===== src/include/cwg_pkg.sv =====
// Shared constants and types of the complementary waveform dead-band block.
package cwg_pkg;
  localparam int ADDR_W = 5;
  localparam int DB_W = 6;
  localparam logic [ADDR_W-1:0] MAIN_CTRL_OFS = 5'h00;
  localparam logic [ADDR_W-1:0] POL_CTRL_OFS = 5'h04;
  localparam logic [ADDR_W-1:0] RISE_DB_OFS = 5'h08;
  localparam logic [ADDR_W-1:0] FALL_DB_OFS = 5'h0c;
  localparam logic [ADDR_W-1:0] SD_CTRL_OFS = 5'h10;
  localparam logic [ADDR_W-1:0] SD_SRC_OFS = 5'h14;
  localparam logic [ADDR_W-1:0] STEER_CTRL_OFS = 5'h18;
  localparam logic [ADDR_W-1:0] CLK_SEL_OFS = 5'h1c;
  localparam int EN_BIT = 7;
  localparam int LD_BIT = 6;
  localparam int IN_BIT = 5;
  localparam int SD_BIT = 7;
  localparam int REN_BIT = 6;
  localparam int OVERRIDE_LEVEL_B_D_LO = 4;
  localparam int OVERRIDE_LEVEL_A_C_LO = 2;
  localparam int OVR_LO = 4;
  localparam logic [1:0] LS_RST = 2'h1;
  localparam logic [1:0] LS_HIGH = 2'h3;
  localparam logic [1:0] LS_LOW = 2'h2;
  localparam logic [1:0] LS_FLOAT = 2'h1;
  localparam logic [1:0] RESP_OKAY = 2'h0;
  localparam logic [1:0] RESP_SLVERR = 2'h2;
  typedef enum logic [2:0] {
    MODE_STEER,
    MODE_SYNC_STEER,
    MODE_FB_FWD,
    MODE_FB_REV,
    MODE_HALF,
    MODE_PUSH
  } cwg_mode_t;
endpackage


===== src/core/cwg_core.sv =====
// Dead-band, steering and auto-shutdown core with an AXI4-Lite register slave.
// Notes on behaviour
// - Rise dead band delays A half, B full
// - Dead bands double-buffered; direct when disabled
// - Load request transfers buffers at input fall
// - Fall dead band delays B half, D full
// - Too short input state gives no pulse
// - Dead-band jitter at most one clock
// - Direction bit acts at next input rise
// - Direction change delays first modulated pulse only
// - Steered outputs carry data, others override level
// - Polarity applies only to steered outputs
// - Shutdown overrides only steered outputs
// - Asynchronous steering changes take effect immediately
// - Synchronous steering changes wait for input rise
// - Software shutdown flag forces shutdown state
// - Auto-restart clears software flag, resumes at rise
// - Enabled active-low sources force overrides immediately
// - Sources level-sensitive; shutdown holds while active
// - High and low override codes drive pins, polarity ignored
// - Software clear fails while sources active
// - Auto-restart clears flag when sources quiet
// - Keeps running asleep; fast oscillator request
// - Dead band counts clocks up to value
// - Three-bit mode decode, two codes reserved
// - Clock select bit gates fast oscillator request
`timescale 1ns/1ps
`default_nettype none
module cwg_core
  import cwg_pkg::*;
#(
  parameter int DBW = DB_W
) (
  input wire logic I_REF_CLK,
  input wire logic I_RST,
  input wire logic I_MOD_IN,
  input wire logic I_PIN_SD_N,
  input wire logic I_TMR2_SD_N,
  input wire logic I_CMP1_SD_N,
  input wire logic I_CMP2_SD_N,
  input wire logic [ADDR_W-1:0] I_AWADDR,
  input wire logic I_AWVALID,
  output logic O_AWREADY,
  input wire logic [31:0] I_WDATA,
  input wire logic [3:0] I_WSTRB,
  input wire logic I_WVALID,
  output logic O_WREADY,
  output logic [1:0] O_BRESP,
  output logic O_BVALID,
  input wire logic I_BREADY,
  input wire logic [ADDR_W-1:0] I_ARADDR,
  input wire logic I_ARVALID,
  output logic O_ARREADY,
  output logic [31:0] O_RDATA,
  output logic [1:0] O_RRESP,
  output logic O_RVALID,
  input wire logic I_RREADY,
  output logic O_OUT_A,
  output logic O_OUT_B,
  output logic O_OUT_C,
  output logic O_OUT_D,
  output logic O_OE_A,
  output logic O_OE_B,
  output logic O_OE_C,
  output logic O_OE_D,
  output logic O_FAST_OSC_KEEP
);
  // Override level as {drive enable, value}; code 00 gives the pin's inactive level.
  function automatic logic [1:0] ovr_lvl(input logic [1:0] ls, input logic pol);
    case (ls)
      LS_HIGH: ovr_lvl = 2'h3;
      LS_LOW: ovr_lvl = 2'h2;
      LS_FLOAT: ovr_lvl = 2'h0;
      default: ovr_lvl = {1'b1, pol};
    endcase
  endfunction

  function automatic logic is_map(input logic [ADDR_W-1:0] a);
    is_map = (a[1:0] == 2'h0);
  endfunction

  logic en_r, ld_r, cs_r, sd_r, ren_r, hold_r;
  logic [2:0] mode_r;
  logic [3:0] pol_r, ovr_r, str_r, str_act_r, as_en_r;
  logic [1:0] override_level_b_d_r, override_level_a_c_r;
  logic [DBW-1:0] dbr_buf_r, dbf_buf_r, dbr_act_r, dbf_act_r, cnt_r;
  logic in_r, prev_r, rise, fall;
  logic pp_cur_r, pp_nxt_r, dir_r, chg_r;
  logic aw_got_r, w_got_r, awready_r, wready_r, bvalid_r, arready_r, rvalid_r;
  logic [1:0] bresp_r, rresp_r;
  logic [ADDR_W-1:0] awaddr_r;
  logic [7:0] wdata_r, rd_nxt;
  logic wstrb_r, wr_fire, we;
  logic [31:0] rdata_r;
  logic [3:0] out_r, oe_r, out_nxt, oe_nxt;

  // Write channel: address and data are taken in either order.
  assign wr_fire = aw_got_r & w_got_r & ~bvalid_r;
  assign we = wr_fire & wstrb_r & is_map(awaddr_r);

  always_ff @(posedge I_REF_CLK) begin
    if (I_RST) begin
      aw_got_r <= 1'b0;
      w_got_r <= 1'b0;
      awready_r <= 1'b1;
      wready_r <= 1'b1;
      bvalid_r <= 1'b0;
      bresp_r <= RESP_OKAY;
      awaddr_r <= '0;
      wdata_r <= '0;
      wstrb_r <= 1'b0;
    end else begin
      if (I_AWVALID && awready_r) begin
        aw_got_r <= 1'b1;
        awready_r <= 1'b0;
        awaddr_r <= I_AWADDR;
      end
      if (I_WVALID && wready_r) begin
        w_got_r <= 1'b1;
        wready_r <= 1'b0;
        wdata_r <= I_WDATA[7:0];
        wstrb_r <= I_WSTRB[0];
      end
      if (wr_fire) begin
        aw_got_r <= 1'b0;
        w_got_r <= 1'b0;
        bvalid_r <= 1'b1;
        bresp_r <= is_map(awaddr_r) ? RESP_OKAY : RESP_SLVERR;
      end
      if (bvalid_r && I_BREADY) begin
        bvalid_r <= 1'b0;
        awready_r <= 1'b1;
        wready_r <= 1'b1;
      end
    end
  end

  always_comb begin
    rd_nxt = 8'h00;
    case (I_ARADDR)
      MAIN_CTRL_OFS: rd_nxt = {en_r, ld_r, 3'h0, mode_r};
      POL_CTRL_OFS: rd_nxt = {2'h0, in_r, 1'b0, pol_r};
      RISE_DB_OFS: rd_nxt = {2'h0, dbr_buf_r};
      FALL_DB_OFS: rd_nxt = {2'h0, dbf_buf_r};
      SD_CTRL_OFS: rd_nxt = {sd_r, ren_r, override_level_b_d_r, override_level_a_c_r, 2'h0};
      SD_SRC_OFS: rd_nxt = {4'h0, as_en_r};
      STEER_CTRL_OFS: rd_nxt = {ovr_r, str_r};
      CLK_SEL_OFS: rd_nxt = {7'h00, cs_r};
      default: rd_nxt = 8'h00;
    endcase
  end

  always_ff @(posedge I_REF_CLK) begin
    if (I_RST) begin
      arready_r <= 1'b1;
      rvalid_r <= 1'b0;
      rdata_r <= '0;
      rresp_r <= RESP_OKAY;
    end else if (I_ARVALID && arready_r) begin
      arready_r <= 1'b0;
      rvalid_r <= 1'b1;
      rdata_r <= {24'h000000, rd_nxt};
      rresp_r <= is_map(I_ARADDR) ? RESP_OKAY : RESP_SLVERR;
    end else if (rvalid_r && I_RREADY) begin
      rvalid_r <= 1'b0;
      arready_r <= 1'b1;
    end
  end

  // Plain control registers.
  always_ff @(posedge I_REF_CLK) begin
    if (I_RST) begin
      en_r <= 1'b0;
      mode_r <= 3'h0;
      pol_r <= 4'h0;
      ren_r <= 1'b0;
      override_level_b_d_r <= LS_RST;
      override_level_a_c_r <= LS_RST;
      as_en_r <= 4'h0;
      ovr_r <= 4'h0;
      str_r <= 4'h0;
      cs_r <= 1'b0;
    end else if (we) begin
      case (awaddr_r)
        MAIN_CTRL_OFS: begin
          en_r <= wdata_r[EN_BIT];
          mode_r <= wdata_r[2:0];
        end
        POL_CTRL_OFS: pol_r <= wdata_r[3:0];
        SD_CTRL_OFS: begin
          ren_r <= wdata_r[REN_BIT];
          override_level_b_d_r <= wdata_r[OVERRIDE_LEVEL_B_D_LO+:2];
          override_level_a_c_r <= wdata_r[OVERRIDE_LEVEL_A_C_LO+:2];
        end
        SD_SRC_OFS: as_en_r <= wdata_r[3:0];
        STEER_CTRL_OFS: begin
          ovr_r <= wdata_r[OVR_LO+:4];
          str_r <= wdata_r[3:0];
        end
        CLK_SEL_OFS: cs_r <= wdata_r[0];
        default: ;
      endcase
    end
  end

  // Input edge detection; the input is taken as synchronous to the clock.
  always_ff @(posedge I_REF_CLK) begin
    if (I_RST) begin
      in_r <= 1'b0;
      prev_r <= 1'b0;
    end else begin
      in_r <= I_MOD_IN;
      prev_r <= in_r;
    end
  end
  assign rise = in_r & ~prev_r;
  assign fall = ~in_r & prev_r;

  // One counter times whichever dead band is running, since only one runs per input state.
  always_ff @(posedge I_REF_CLK) begin
    if (I_RST || rise || fall) begin
      cnt_r <= '0;
    end else if (cnt_r != {DBW{1'b1}}) begin
      cnt_r <= cnt_r + 1'b1;
    end
  end

  // Dead-band buffers; the load request is accepted only once the module runs.
  always_ff @(posedge I_REF_CLK) begin
    if (I_RST) begin
      dbr_buf_r <= '0;
      dbf_buf_r <= '0;
      dbr_act_r <= '0;
      dbf_act_r <= '0;
      ld_r <= 1'b0;
    end else begin
      if (we && awaddr_r == RISE_DB_OFS) begin
        dbr_buf_r <= wdata_r[DBW-1:0];
        if (!en_r) dbr_act_r <= wdata_r[DBW-1:0];
      end
      if (we && awaddr_r == FALL_DB_OFS) begin
        dbf_buf_r <= wdata_r[DBW-1:0];
        if (!en_r) dbf_act_r <= wdata_r[DBW-1:0];
      end
      if (ld_r && fall) begin
        dbr_act_r <= dbr_buf_r;
        dbf_act_r <= dbf_buf_r;
        ld_r <= 1'b0;
      end
      if (!en_r) begin
        ld_r <= 1'b0;
      end
      if (we && awaddr_r == MAIN_CTRL_OFS && en_r && wdata_r[LD_BIT]) begin
        ld_r <= 1'b1;
      end
    end
  end

  // Shutdown flag: a hardware set wins over any clear in the same cycle.
  logic src_act, sw_set, sw_clr, shut, pp_rst;
  assign src_act = |(as_en_r & ~{I_CMP2_SD_N, I_CMP1_SD_N, I_TMR2_SD_N, I_PIN_SD_N});
  assign sw_set = we && awaddr_r == SD_CTRL_OFS && wdata_r[SD_BIT];
  assign sw_clr = we && awaddr_r == SD_CTRL_OFS && !wdata_r[SD_BIT];

  always_ff @(posedge I_REF_CLK) begin
    if (I_RST) begin
      sd_r <= 1'b0;
    end else if (src_act || sw_set) begin
      sd_r <= 1'b1;
    end else if (sw_clr || ren_r) begin
      sd_r <= 1'b0;
    end
  end

  // Overrides stay until the first input rise after the flag has cleared.
  always_ff @(posedge I_REF_CLK) begin
    if (I_RST) begin
      hold_r <= 1'b0;
    end else if (sd_r || src_act) begin
      hold_r <= 1'b1;
    end else if (rise) begin
      hold_r <= 1'b0;
    end
  end
  assign shut = sd_r | src_act | (hold_r & ~rise);
  assign pp_rst = ~en_r | shut;

  // Push-pull sequencer and full-bridge direction, both sampled at the input rise.
  always_ff @(posedge I_REF_CLK) begin
    if (I_RST || pp_rst) begin
      pp_cur_r <= 1'b0;
      pp_nxt_r <= 1'b0;
    end else if (rise) begin
      pp_cur_r <= pp_nxt_r;
      pp_nxt_r <= ~pp_nxt_r;
    end
  end

  always_ff @(posedge I_REF_CLK) begin
    if (I_RST) begin
      dir_r <= 1'b0;
      chg_r <= 1'b0;
      str_act_r <= 4'h0;
    end else begin
      if (rise) begin
        dir_r <= mode_r[0];
        chg_r <= (mode_r[0] != dir_r);
        str_act_r <= str_r;
      end
      if (mode_r != MODE_SYNC_STEER) begin
        str_act_r <= str_r;
      end
    end
  end

  // Output shaping; every pin is registered before it leaves the block.
  logic pp_sel, dir, chg, mod_ok, a_hb, b_hb;
  logic [3:0] str_eff, act, lvl_val, lvl_oe, shut_msk;
  logic [1:0] lv_ac, lv_bd;
  assign pp_sel = rise ? pp_nxt_r : pp_cur_r;
  assign dir = rise ? mode_r[0] : dir_r;
  assign chg = rise ? (mode_r[0] != dir_r) : chg_r;
  assign str_eff = (mode_r == MODE_SYNC_STEER && rise) ? str_r : str_act_r;
  // Edges are seen on a clock sample, so the dead band may stretch by one clock.
  assign a_hb = in_r & ~rise & (cnt_r >= dbr_act_r);
  assign b_hb = ~in_r & ~fall & (cnt_r >= dbf_act_r);
  assign mod_ok = ~chg | (~rise & (cnt_r >= (dir ? dbr_act_r : dbf_act_r)));
  assign lv_ac = ovr_lvl(override_level_a_c_r, 1'b0);
  assign lv_bd = ovr_lvl(override_level_b_d_r, 1'b0);

  always_comb begin
    act = 4'h0;
    shut_msk = 4'hf;
    case (mode_r)
      MODE_STEER, MODE_SYNC_STEER: begin
        act = {4{in_r}};
        shut_msk = str_eff;
      end
      MODE_FB_FWD, MODE_FB_REV: begin
        if (dir) begin
          act = {1'b0, 1'b1, in_r & mod_ok, 1'b0};
        end else begin
          act = {in_r & mod_ok, 1'b0, 1'b0, 1'b1};
        end
      end
      MODE_HALF: act = {b_hb, a_hb, b_hb, a_hb};
      MODE_PUSH: act = {in_r & pp_sel, in_r & ~pp_sel, in_r & pp_sel, in_r & ~pp_sel};
      default: act = 4'h0;
    endcase
  end

  always_comb begin
    lvl_val = {lv_bd[0], lv_ac[0], lv_bd[0], lv_ac[0]};
    lvl_oe = {lv_bd[1], lv_ac[1], lv_bd[1], lv_ac[1]};
    if (override_level_b_d_r == 2'h0) lvl_val[3] = pol_r[3];
    if (override_level_b_d_r == 2'h0) lvl_val[1] = pol_r[1];
    if (override_level_a_c_r == 2'h0) lvl_val[2] = pol_r[2];
    if (override_level_a_c_r == 2'h0) lvl_val[0] = pol_r[0];
    for (int i = 0; i < 4; i++) begin
      out_nxt[i] = act[i] ^ pol_r[i];
      oe_nxt[i] = 1'b1;
      if ((mode_r == MODE_STEER || mode_r == MODE_SYNC_STEER) && !str_eff[i]) begin
        out_nxt[i] = ovr_r[i];
      end
      if (!en_r) begin
        out_nxt[i] = pol_r[i];
      end
      if (shut && (shut_msk[i] || !en_r)) begin
        out_nxt[i] = lvl_val[i];
        oe_nxt[i] = lvl_oe[i];
      end
    end
  end

  always_ff @(posedge I_REF_CLK) begin
    if (I_RST) begin
      out_r <= 4'h0;
      oe_r <= 4'h0;
      O_FAST_OSC_KEEP <= 1'b0;
    end else begin
      out_r <= out_nxt;
      oe_r <= oe_nxt;
      O_FAST_OSC_KEEP <= en_r & cs_r & (in_r | prev_r | rise);
    end
  end

  assign O_OUT_A = out_r[0];
  assign O_OUT_B = out_r[1];
  assign O_OUT_C = out_r[2];
  assign O_OUT_D = out_r[3];
  assign O_OE_A = oe_r[0];
  assign O_OE_B = oe_r[1];
  assign O_OE_C = oe_r[2];
  assign O_OE_D = oe_r[3];
  assign O_AWREADY = awready_r;
  assign O_WREADY = wready_r;
  assign O_BVALID = bvalid_r;
  assign O_BRESP = bresp_r;
  assign O_ARREADY = arready_r;
  assign O_RVALID = rvalid_r;
  assign O_RDATA = rdata_r;
  assign O_RRESP = rresp_r;
endmodule
`default_nettype wire


===== config.mk =====
export PLATFORM = sky130hd
export DESIGN_NAME = cwg_core
export DESIGN_NICKNAME = d
export VERILOG_FILES = /design/src/include/cwg_pkg.sv /design/src/core/cwg_core.sv
export SDC_FILE = /design/constraint.sdc
export NUM_CORES = 1
export LEC_CHECK = 0
export BUFFER_PORTS_ARGS = -buffer_cell sky130_fd_sc_hd__buf_2
export CAP_MARGIN = 20
export CORE_MARGIN = 8
export CORE_UTILIZATION = 56
export DETAILED_ROUTE_END_ITERATION = 10
export GPL_ROUTABILITY_DRIVEN = 0
export MAX_ROUTING_LAYER = met4
export PLACE_DENSITY = 0.81
export SYNTH_ARGS = -nofsm -noshare
export SYNTH_HDL_FRONTEND = slang
export SYNTH_SLANG_ARGS = --single-unit

===== constraint.sdc =====
create_clock -name I_REF_CLK -period 2.85 [get_ports I_REF_CLK]
set_input_delay 0.57 -clock I_REF_CLK [delete_from_list [all_inputs] [get_ports I_REF_CLK]]
set_output_delay 0.57 -clock I_REF_CLK [all_outputs]
set_load 0.01 [all_outputs]

==> flow_metrics.tcl, run 1 <==
set metrics [dict create \
    die-area_mm2 0.0137 \
    cts_buffer_depth 2 \
    seq_area_frac_synth 0.381 \
    cts_setup_buffers 0 \
    async_reset_ff_frac 0 \
    tightest_slew_ns 0.897 \
    max_freq_mhz 377 \
    path_clk_slew_ns 0.11 \
    synth_area_leaders "dfxtp_1 38%, mux2i_1 9.6%, nor2_1 6.0%, a21oi_1 4.6%, ha_1 4.1%" \
    fin_hold_ws_ns 0.386 \
    internal-power_uw 2140 \
    synthCells 663 \
    path_delay_family "compound AO/OA/AOI/OAI gates" \
    syn2layout_area_growth_pct 6.77 \
    die_w_um 117 \
    min_period_ns 2.65 \
    initial_core_util 0.565 \
    port_buffers 54 \
    gr-total-overflow 0 \
    drive_above_1_share 0.145 \
    hold_path.class "primary input to register" \
    grt_antenna_before_repair 0 \
    drt_first_pass_iters 7 \
    grt_max_degree 90 \
    grt_pass1_vias 4729 \
    first_iter_violations 404 \
    arrival_ns 2.92 \
    grt_pass1_wl_mm 22.9 \
    grt.total_usage 0.220 \
    cp_num_buf_inv 0 \
    die_h_um 117 \
    ys.flop_type "dfxtp_1" \
    synth_top_area_share 0.381 \
    critical_path_class "register to register" \
    synth_seq_cells 109 \
    multiInputGateArea_mm2 0.00312 \
    critPathCaptureType "register" \
    cts_root_buffer "clkbuf_8" \
    ys_warn_count 0 \
    avgSynthCellArea_um2 8.64 \
    routedWlPerCell_um 17.2 \
    via_count 4899 \
    yosys.area.top_type "dfxtp_1" \
    crit_required_ns 3.12 \
    p_sw_frac 0.258 \
    status "finished, final reports clean" \
    power.switching_uw 744 \
    clkPwrFrac 0.373 \
    relSlewSlack 0.402 \
    crit_chain "and3b_1 > a21o_2 > mux2_2 > ha_1 > nand2b_1 > a31oi_1 > o21ai_0 > nand4_1 > nand4_1 > o221a_1" \
    fin_nets 770 \
    fin_util 0.603 \
    drv_cap 0 \
    netlist_area_mm2 0.00573 \
    final-setup-viol-count 0 \
    worst-path-max-fanout 9 \
    vdd_ir_drop_max_v 0.000304 \
    tns_ns 0 \
    rsz0062_at_grt "false" \
    slew_viol_final 0 \
    n_fill_cell 887 \
    rows 37 \
    htreeDepth 3 \
    total_power_uw 2880 \
    max_stage_delay_ns 0.49 \
    fin_ws_ns 0.200 \
    hold_viol 0 \
    wl_mm 14.4 \
    numCtsBuffers 9 \
    ys_types 72 \
    synth_edf_count 0 \
    final-seq-area_mm2 0.00218 \
    num_antenna_cells 0 \
    leakagePower_uw 0.00252 \
    dp_hpwl_mm 10.5 \
    period_share 0.930 \
    fin_worst_skew_ns 0.0111 \
    via_per_inst 5.87 \
    combPwrFrac 0.073 \
    dp_slack_ns 0.125 \
    clock_latency_ns 0.38 \
    start_kind "register" \
    coreArea_mm2 0.0101 \
    critical_path.slowest_cell "dfxtp_1" \
    cts.sinks 109 \
    io_pins 108 \
    worst_path_most_repeated_cell "nand4_1" \
    p_per_area_mw_per_mm2 471 \
    p_seq_frac 0.554 \
    cts_tree "done" \
    ant_nets 0 \
    drc_errors 0 \
]
[area by class of cell]
class                      instances  share of cell area
multi-input combinational        488               0.511
sequential                       109               0.357
timing repair buffer              61              0.0528
clock inverter                     7              0.0168
clock buffer                       9              0.0202
tap                              136              0.0278
inverter                          24              0.0147
[registers in the layout, indices dropped and copies added, names as in the netlist, 5 cells and up]
| name | count |
|---|---|
| O_RDATA | 8 |
| wdata_r | 8 |
| cnt_r | 6 |
| dbf_act_r | 6 |
| dbf_buf_r | 6 |
| dbr_act_r | 6 |
| dbr_buf_r | 6 |
| awaddr_r | 5 |
[power by group through the flow]
stage               combinational, µW  sequential, µW  clock, µW
finish                            209            1600       1080
global route                      234            1600       1140
CTS                               207            1600       1080
detailed placement                206            1630          0
global placement                  199            1630          0
floorplan                         178            1610          0
[path summary, 6_finish.rpt]
check	slack, ns	depth (start not counted)	end	startpoint
max	0.20	10	out_r[3]$_SDFF_PP0_	in_r$_SDFF_PP0_
min	0.39	2	O_WREADY$_SDFFE_PP1P_	I_WVALID
max reg2reg	0.20	10	out_r[3]$_SDFF_PP0_	in_r$_SDFF_PP0_
min reg2reg	0.47	2	awaddr_r[1]$_SDFFE_PP0P_	awaddr_r[1]$_SDFFE_PP0P_
[Yosys cell counts, drive strengths merged (9+ instances only)]
| master | number |
|---|---|
| ha | 19 |
| o21ai | 21 |
| a21oi | 53 |
| dfxtp | 109 |
| mux2i | 55 |
| a211oi | 19 |
| clkbuf | 24 |
| inv | 24 |
| nor2 | 91 |
| nor3 | 12 |
| nand3 | 13 |
| nand2b | 9 |
| nand2 | 63 |
| buf | 42 |
[cells in the final DEF, fill, tap and decap left out, types with 6 or more instances in the layout]
master / synthesis / layout
buf_4: 29 / 7
clkbuf_8: 1 / 9
nand3_1: 13 / 13
nor2_1: 91 / 91
mux2i_1: 55 / 55
buf_2: 7 / 54
inv_1: 24 / 24
conb_1: 1 / 26
o221ai_1: 6 / 6
nand2b_1: 9 / 9
ha_1: 19 / 19
dfxtp_1: 109 / 108
a21oi_1: 53 / 53
nor3_1: 10 / 10
o21ai_0: 20 / 20
a211oi_1: 19 / 19
nor3b_1: 6 / 6
nand2_1: 63 / 63
[metal layers]
| metal | global-route usage | wire (µm) | part of all wire |
|---|---|---|---|
| met1 | 0.271 | 6220 | 0.43 |
| met2 | 0.346 | 6740 | 0.47 |
| met3 | 0.0452 | 1070 | 0.075 |
| met4 | 0.0870 | 337 | 0.023 |
| met5 | - | 0 | 0 |
[through the flow]
stage	instances	cell area [µm²]
floorplan	688	5820
global placement	818	5890
detailed placement	818	5890
CTS	834	6120
global route	834	6120
finish	834	6120
[repair_timing]
item / in CTS / in global routing
gates resized for setup: 0 / 1
hold buffers: 0 / 0
setup endpoints to repair: 0 / 1
[cells by family after synthesis]
logic type	count (synthesis)	share of synthesized area
xor+xnor	5	0.00764
mux	61	0.112
other cells	1	0.000655
compound gates	141	0.166
flops	109	0.381
buf+inv	91	0.0902
fa+ha+maj	19	0.0415
simple gates	236	0.201
Note: power is estimated with default switching activity, not from simulation.
==> run 2: changes to the inputs <==
- CORE_UTILIZATION: 56 -> 50
- PLACE_DENSITY: 0.81 -> 0.77
- clock period: 2.85 -> 2.2 ns (I/O delays scaled with it)
==> run 2 against run 1 <==
Effect of this change:
- the flow now finishes with violations (setup timing)
- combinational power is 46% higher
- global-route usage is 0.97 points lower
- via count is 4.6% higher
- largest power group unchanged
- total power is 39% higher
- utilization is 2.8 points lower
- critical endpoint unchanged
- sequential cell count stayed put
- design area is 6.6% higher
- largest cell class unchanged
- sequential power is 29% higher
- routed wire length is 9.2% higher
- non-clock buffer count is 31 higher
- sequential share of layout area is 2.2 points lower
- clock power is 53% higher
- critical path type unchanged
==> flow_metrics.tcl, run 2 (same netlist as run 1, synthesis figures left out) <==
set metrics [dict create \
    fin_worst_skew_ns 0.00748 \
    combPwrFrac 0.076 \
    drive_above_1_share 0.199 \
    tightest_slew_ns 0.758 \
    mostFrequentLayoutCells "106 x dfxtp_1, 89 x nor2_1, 63 x nand2_1" \
    grt_antenna_before_repair 0 \
    via_per_inst 5.89 \
    fin_ws_ns -0.228 \
    critPathCaptureType "register" \
    die_h_um 123 \
    initial_core_util 0.506 \
    globalRoute.busiestLayer "met2" \
    wl_mm 15.7 \
    fin_hold_ws_ns 0.297 \
    cts.sinks 109 \
    numCtsBuffers 9 \
    final_common_cell "dfxtp_1" \
    p_sw_frac 0.250 \
    p_per_area_mw_per_mm2 616 \
    dp_hpwl_mm 11.3 \
    critical_path_class "register to register" \
    hold_viol 0 \
    use_met2 0.324 \
    worst-path-max-fanout 7 \
    grt_pass1_wl_mm 24.8 \
    max_freq_mhz 412 \
    slew_viol_final 0 \
    p_seq_frac 0.512 \
    drt_first_pass_iters 5 \
    final-setup-viol-count 2 \
    critPathLaunch "in_r$_SDFF_PP0_" \
    vdd_ir_drop_max_v 0.000559 \
    regToRegStartpoint "in_r$_SDFF_PP0_" \
    gr-total-overflow 0 \
    num_antenna_cells 0 \
    rsz0062_at_grt "true" \
    status "finished with violations" \
    die-area_mm2 0.0151 \
    cts_root_buffer "clkbuf_16" \
    die_w_um 123 \
    fin_nets 801 \
    drv_cap 0 \
    cts_buffer_depth 2 \
    hold_buffers 0 \
    min-delay-start "I_WVALID" \
    stdcell_count 871 \
    period_share 1.10 \
    coreArea_mm2 0.0113 \
    grt_pass1_vias 5036 \
    rows 39 \
    grt_use_met1 0.270 \
    violations "setup timing" \
    start_kind "register" \
    clkPwrFrac 0.412 \
    port_buffers 54 \
    drc_errors 0 \
    syn2layout_area_growth_pct 13.8 \
    hold_path.class "primary input to register" \
    min_period_ns 2.43 \
    routedWlPerCell_um 18.0 \
    internal-power_uw 3010 \
    io_pins 108 \
    leakagePower_uw 0.00271 \
    via_count 5126 \
    grt.total_usage 0.210 \
    crit_required_ns 2.44 \
    clock_latency_ns 0.34 \
    path_clk_slew_ns 0.08 \
    htreeDepth 3 \
    grt_util_met3 0.0352 \
    cts_tree "done" \
    grt_max_degree 72 \
    arrival_ns 2.66 \
    power.switching_uw 1010 \
    first_iter_violations 585 \
    ant_nets 0 \
    relSlewSlack 0.495 \
    dp_cells 846 \
]
## run 2: through the flow
step	cell area (µm²)	power, µW	setup TNS, ns	worst slack (ns)	utilization
6_report	6520	4020	-0.450	-0.228	0.576
5_1_grt	6520	4120	-0.599	-0.311	0.576
2_1_floorplan	5850	2320	-0.329	-0.185	-
4_1_cts	6430	4000	-0.279	-0.175	0.568
3_3_place_gp	6070	2380	-0.249	-0.148	0.536
3_5_place_dp	6070	2390	-0.503	-0.303	0.536
## run 2: final timing paths
kind                              end  slack (ns)  cells past startpoint
max               out_r[3]$_SDFF_PP0_       -0.23                     13
min             O_WREADY$_SDFFE_PP1P_        0.30                      2
max reg2reg       out_r[3]$_SDFF_PP0_       -0.23                     13
min reg2reg  awaddr_r[0]$_SDFFE_PP0P_        0.47                      2
## run 2: power by group through the flow
stage	clock network (µW)	logic, µW	registers, µW
after floorplan	0	232	2090
after CTS	1640	295	2060
after global placement	0	283	2100
after global routing	1720	336	2060
final	1650	305	2060
after detailed placement	0	292	2100
## run 2: cell type report
cell class	count	area, µm²
clock buffers	9	225
clock inverters	6	73.8
fillers	984	4800
inverters	24	90.1
multi-input cells	488	3190
flip-flops and latches	109	2190
well taps	143	179
repair buffers	92	571
## run 2: metal layers
layer	part of all wire	vias up
li1	-	2401
met1	0.44	2414
met2	0.45	272
met3	0.084	39
met4	0.026	0
met5	0	-
## run 2: repair_timing
| action | in CTS | in global routing |
|---|---|---|
| setup endpoints to repair | 2 | 3 |
| gates cloned | 0 | 0 |
| pin swaps | 7 | 12 |
| setup buffers | 7 | 3 |
| gates resized for setup | 6 | 13 |
## run 2: critical path, stage by stage (launching register included)
cell	delay [ns]
dfxtp_2	0.34
and3b_2	0.23
a21oi_4	0.25
buf_6	0.15
buf_6	0.09
nor2_2	0.03
a21oi_2	0.13
ha_2	0.19
a21o_1	0.11
a31oi_2	0.04
o21ai_2	0.18
nand4_1	0.16
buf_4	0.17
o221a_1	0.23
==> run 3: changes to the inputs <==
- REMOVE_ABC_BUFFERS: unset -> 1
- SLEW_MARGIN: unset -> 20
==> run 3 against run 2 <==
Effect of this change:
- the run still ends with setup timing left
- die area stayed put
- clock power hardly changed
- sequential cell count stayed put
- routed wire length is 2.7% lower
- non-clock buffer count is 4 higher
- critical path type unchanged
- largest power group unchanged
==> flow_metrics.tcl, run 3 (same netlist as run 1, synthesis figures left out) <==
set metrics [dict create \
    status "finished with violations" \
    violations "setup timing" \
    vdd_ir_drop_max_v 0.000473 \
    cts.sinks 109 \
    grt_max_degree 55 \
    p_sw_frac 0.269 \
    globalRoute.busiestLayer "met2" \
    die_w_um 123 \
    hold_viol 0 \
    final_common_cell "dfxtp_1" \
    grt_util_met3 0.0352 \
    io_pins 108 \
    clock_latency_ns 0.35 \
    arrival_ns 2.59 \
    cts_root_buffer "clkbuf_16" \
    rsz0062_at_grt "true" \
    min-delay-start "I_WVALID" \
    drt_first_pass_iters 5 \
    grt_use_met1 0.255 \
    critical_path_class "register to register" \
    via_per_inst 5.87 \
    p_seq_frac 0.513 \
    hold_path.class "primary input to register" \
    internal-power_uw 2940 \
    n_fill_cell 982 \
    via_count 5139 \
    ant_nets 0 \
    grt_pass1_wl_mm 23.9 \
    combPwrFrac 0.075 \
    dp_hpwl_mm 11.1 \
    mostFrequentLayoutCells "107 x dfxtp_1, 88 x nor2_1, 63 x nand2_1" \
    first_iter_violations 363 \
    hold_buffers 0 \
    rows 39 \
    port_buffers 54 \
    die-area_mm2 0.0151 \
    routedWlPerCell_um 17.4 \
    worst-path-max-fanout 8 \
    drc_errors 0 \
    drive_above_1_share 0.207 \
    period_share 1.07 \
    crit_required_ns 2.44 \
    grt.total_usage 0.203 \
    gr-total-overflow 0 \
    final-seq-area_mm2 0.00218 \
    leakagePower_uw 0.00274 \
    initial_core_util 0.506 \
    fin_nets 805 \
    fin_ws_ns -0.147 \
    slew_viol_final 0 \
    critPathLaunch "prev_r$_SDFF_PP0_" \
    fin_worst_skew_ns 0.0118 \
    regToRegStartpoint "prev_r$_SDFF_PP0_" \
    syn2layout_area_growth_pct 14.2 \
    critPathCaptureType "register" \
    multiInputGateArea_mm2 0.00318 \
    cts_buffer_depth 2 \
    clkPwrFrac 0.412 \
    power.switching_uw 1080 \
    min_period_ns 2.35 \
    tightest_slew_ns 0.571 \
    path_clk_slew_ns 0.08 \
    grt_antenna_before_repair 0 \
    drv_cap 0 \
    num_antenna_cells 0 \
    relSlewSlack 0.617 \
    final-setup-viol-count 2 \
    max_freq_mhz 426 \
    dp_slack_ns -0.315 \
    die_h_um 123 \
    numCtsBuffers 9 \
    use_met2 0.317 \
    htreeDepth 3 \
    total_power_uw 4020 \
    cts_tree "done" \
    start_kind "register" \
    p_per_area_mw_per_mm2 615 \
    coreArea_mm2 0.0113 \
    wl_mm 15.3 \
    grt_pass1_vias 4839 \
]
[run 3: stage by stage]
step           instance area (µm²)  hold slack (ns)   util  std cells  setup TNS (ns)
2_1_floorplan                 5400            0.430      -        621          -0.971
3_3_place_gp                  6080            0.443  0.537        849          -0.325
6_report                      6540            0.291  0.578        876          -0.226
5_1_grt                       6540            0.303  0.578        876          -0.531
4_1_cts                       6460            0.294  0.571        872          -0.116
3_5_place_dp                  6080            0.452  0.537        849          -0.559
[run 3: what timing repair did]
action                                 4_1_cts  5_1_grt
endpoints found under the hold margin        0        0
setup endpoints to repair                    2        3
gates resized for setup                      7       13
setup buffers                                7        4
pin swaps                                    6       12
[run 3: worst max-delay path, cell delays in order, from the launching register on]
cell and delay [ns]:
dfxtp_2 0.35, and3b_2 0.24, a21oi_2 0.12, buf_6 0.16, nor2_2 0.04, a21oi_2 0.10, ha_1 0.26, and3_4 0.19
a211oi_2 0.21, o21ai_2 0.11, nand4_1 0.13, nand4_1 0.10, o221a_1 0.25
[run 3: power groups by stage]
| stage | Sequential (µW) | Clock, µW | Combinational [µW] |
|---|---|---|---|
| 2_1_floorplan | 2100 | 0 | 140 |
| 3_3_place_gp | 2100 | 0 | 279 |
| 3_5_place_dp | 2110 | 0 | 286 |
| 4_1_cts | 2060 | 1670 | 293 |
| 5_1_grt | 2070 | 1740 | 333 |
| 6_report | 2060 | 1660 | 301 |
[run 3: routing by layer]
metal	vias to the layer above	routed length, µm
met4	0	546
met3	48	1110
met2	249	7030
met5	-	0
li1	2414	-
met1	2428	6580
[run 3: layout make-up]
type | count | area share
multi-input cells | 488 | 0.487
flip-flops and latches | 109 | 0.334
clock buffers | 9 | 0.0344
well taps | 143 | 0.0273
inverters | 24 | 0.0138
clock inverters | 7 | 0.0134
repair buffers | 96 | 0.0906
[run 3: worst paths after layout]
| check | to | slack, ns | cells after the start |
|---|---|---|---|
| max | out_r[3]$_SDFF_PP0_ | -0.15 | 12 |
| min | O_WREADY$_SDFFE_PP1P_ | 0.29 | 2 |
| max reg2reg | out_r[3]$_SDFF_PP0_ | -0.15 | 12 |
| min reg2reg | O_RDATA[2]$_SDFFE_PP0P_ | 0.46 | 2 |
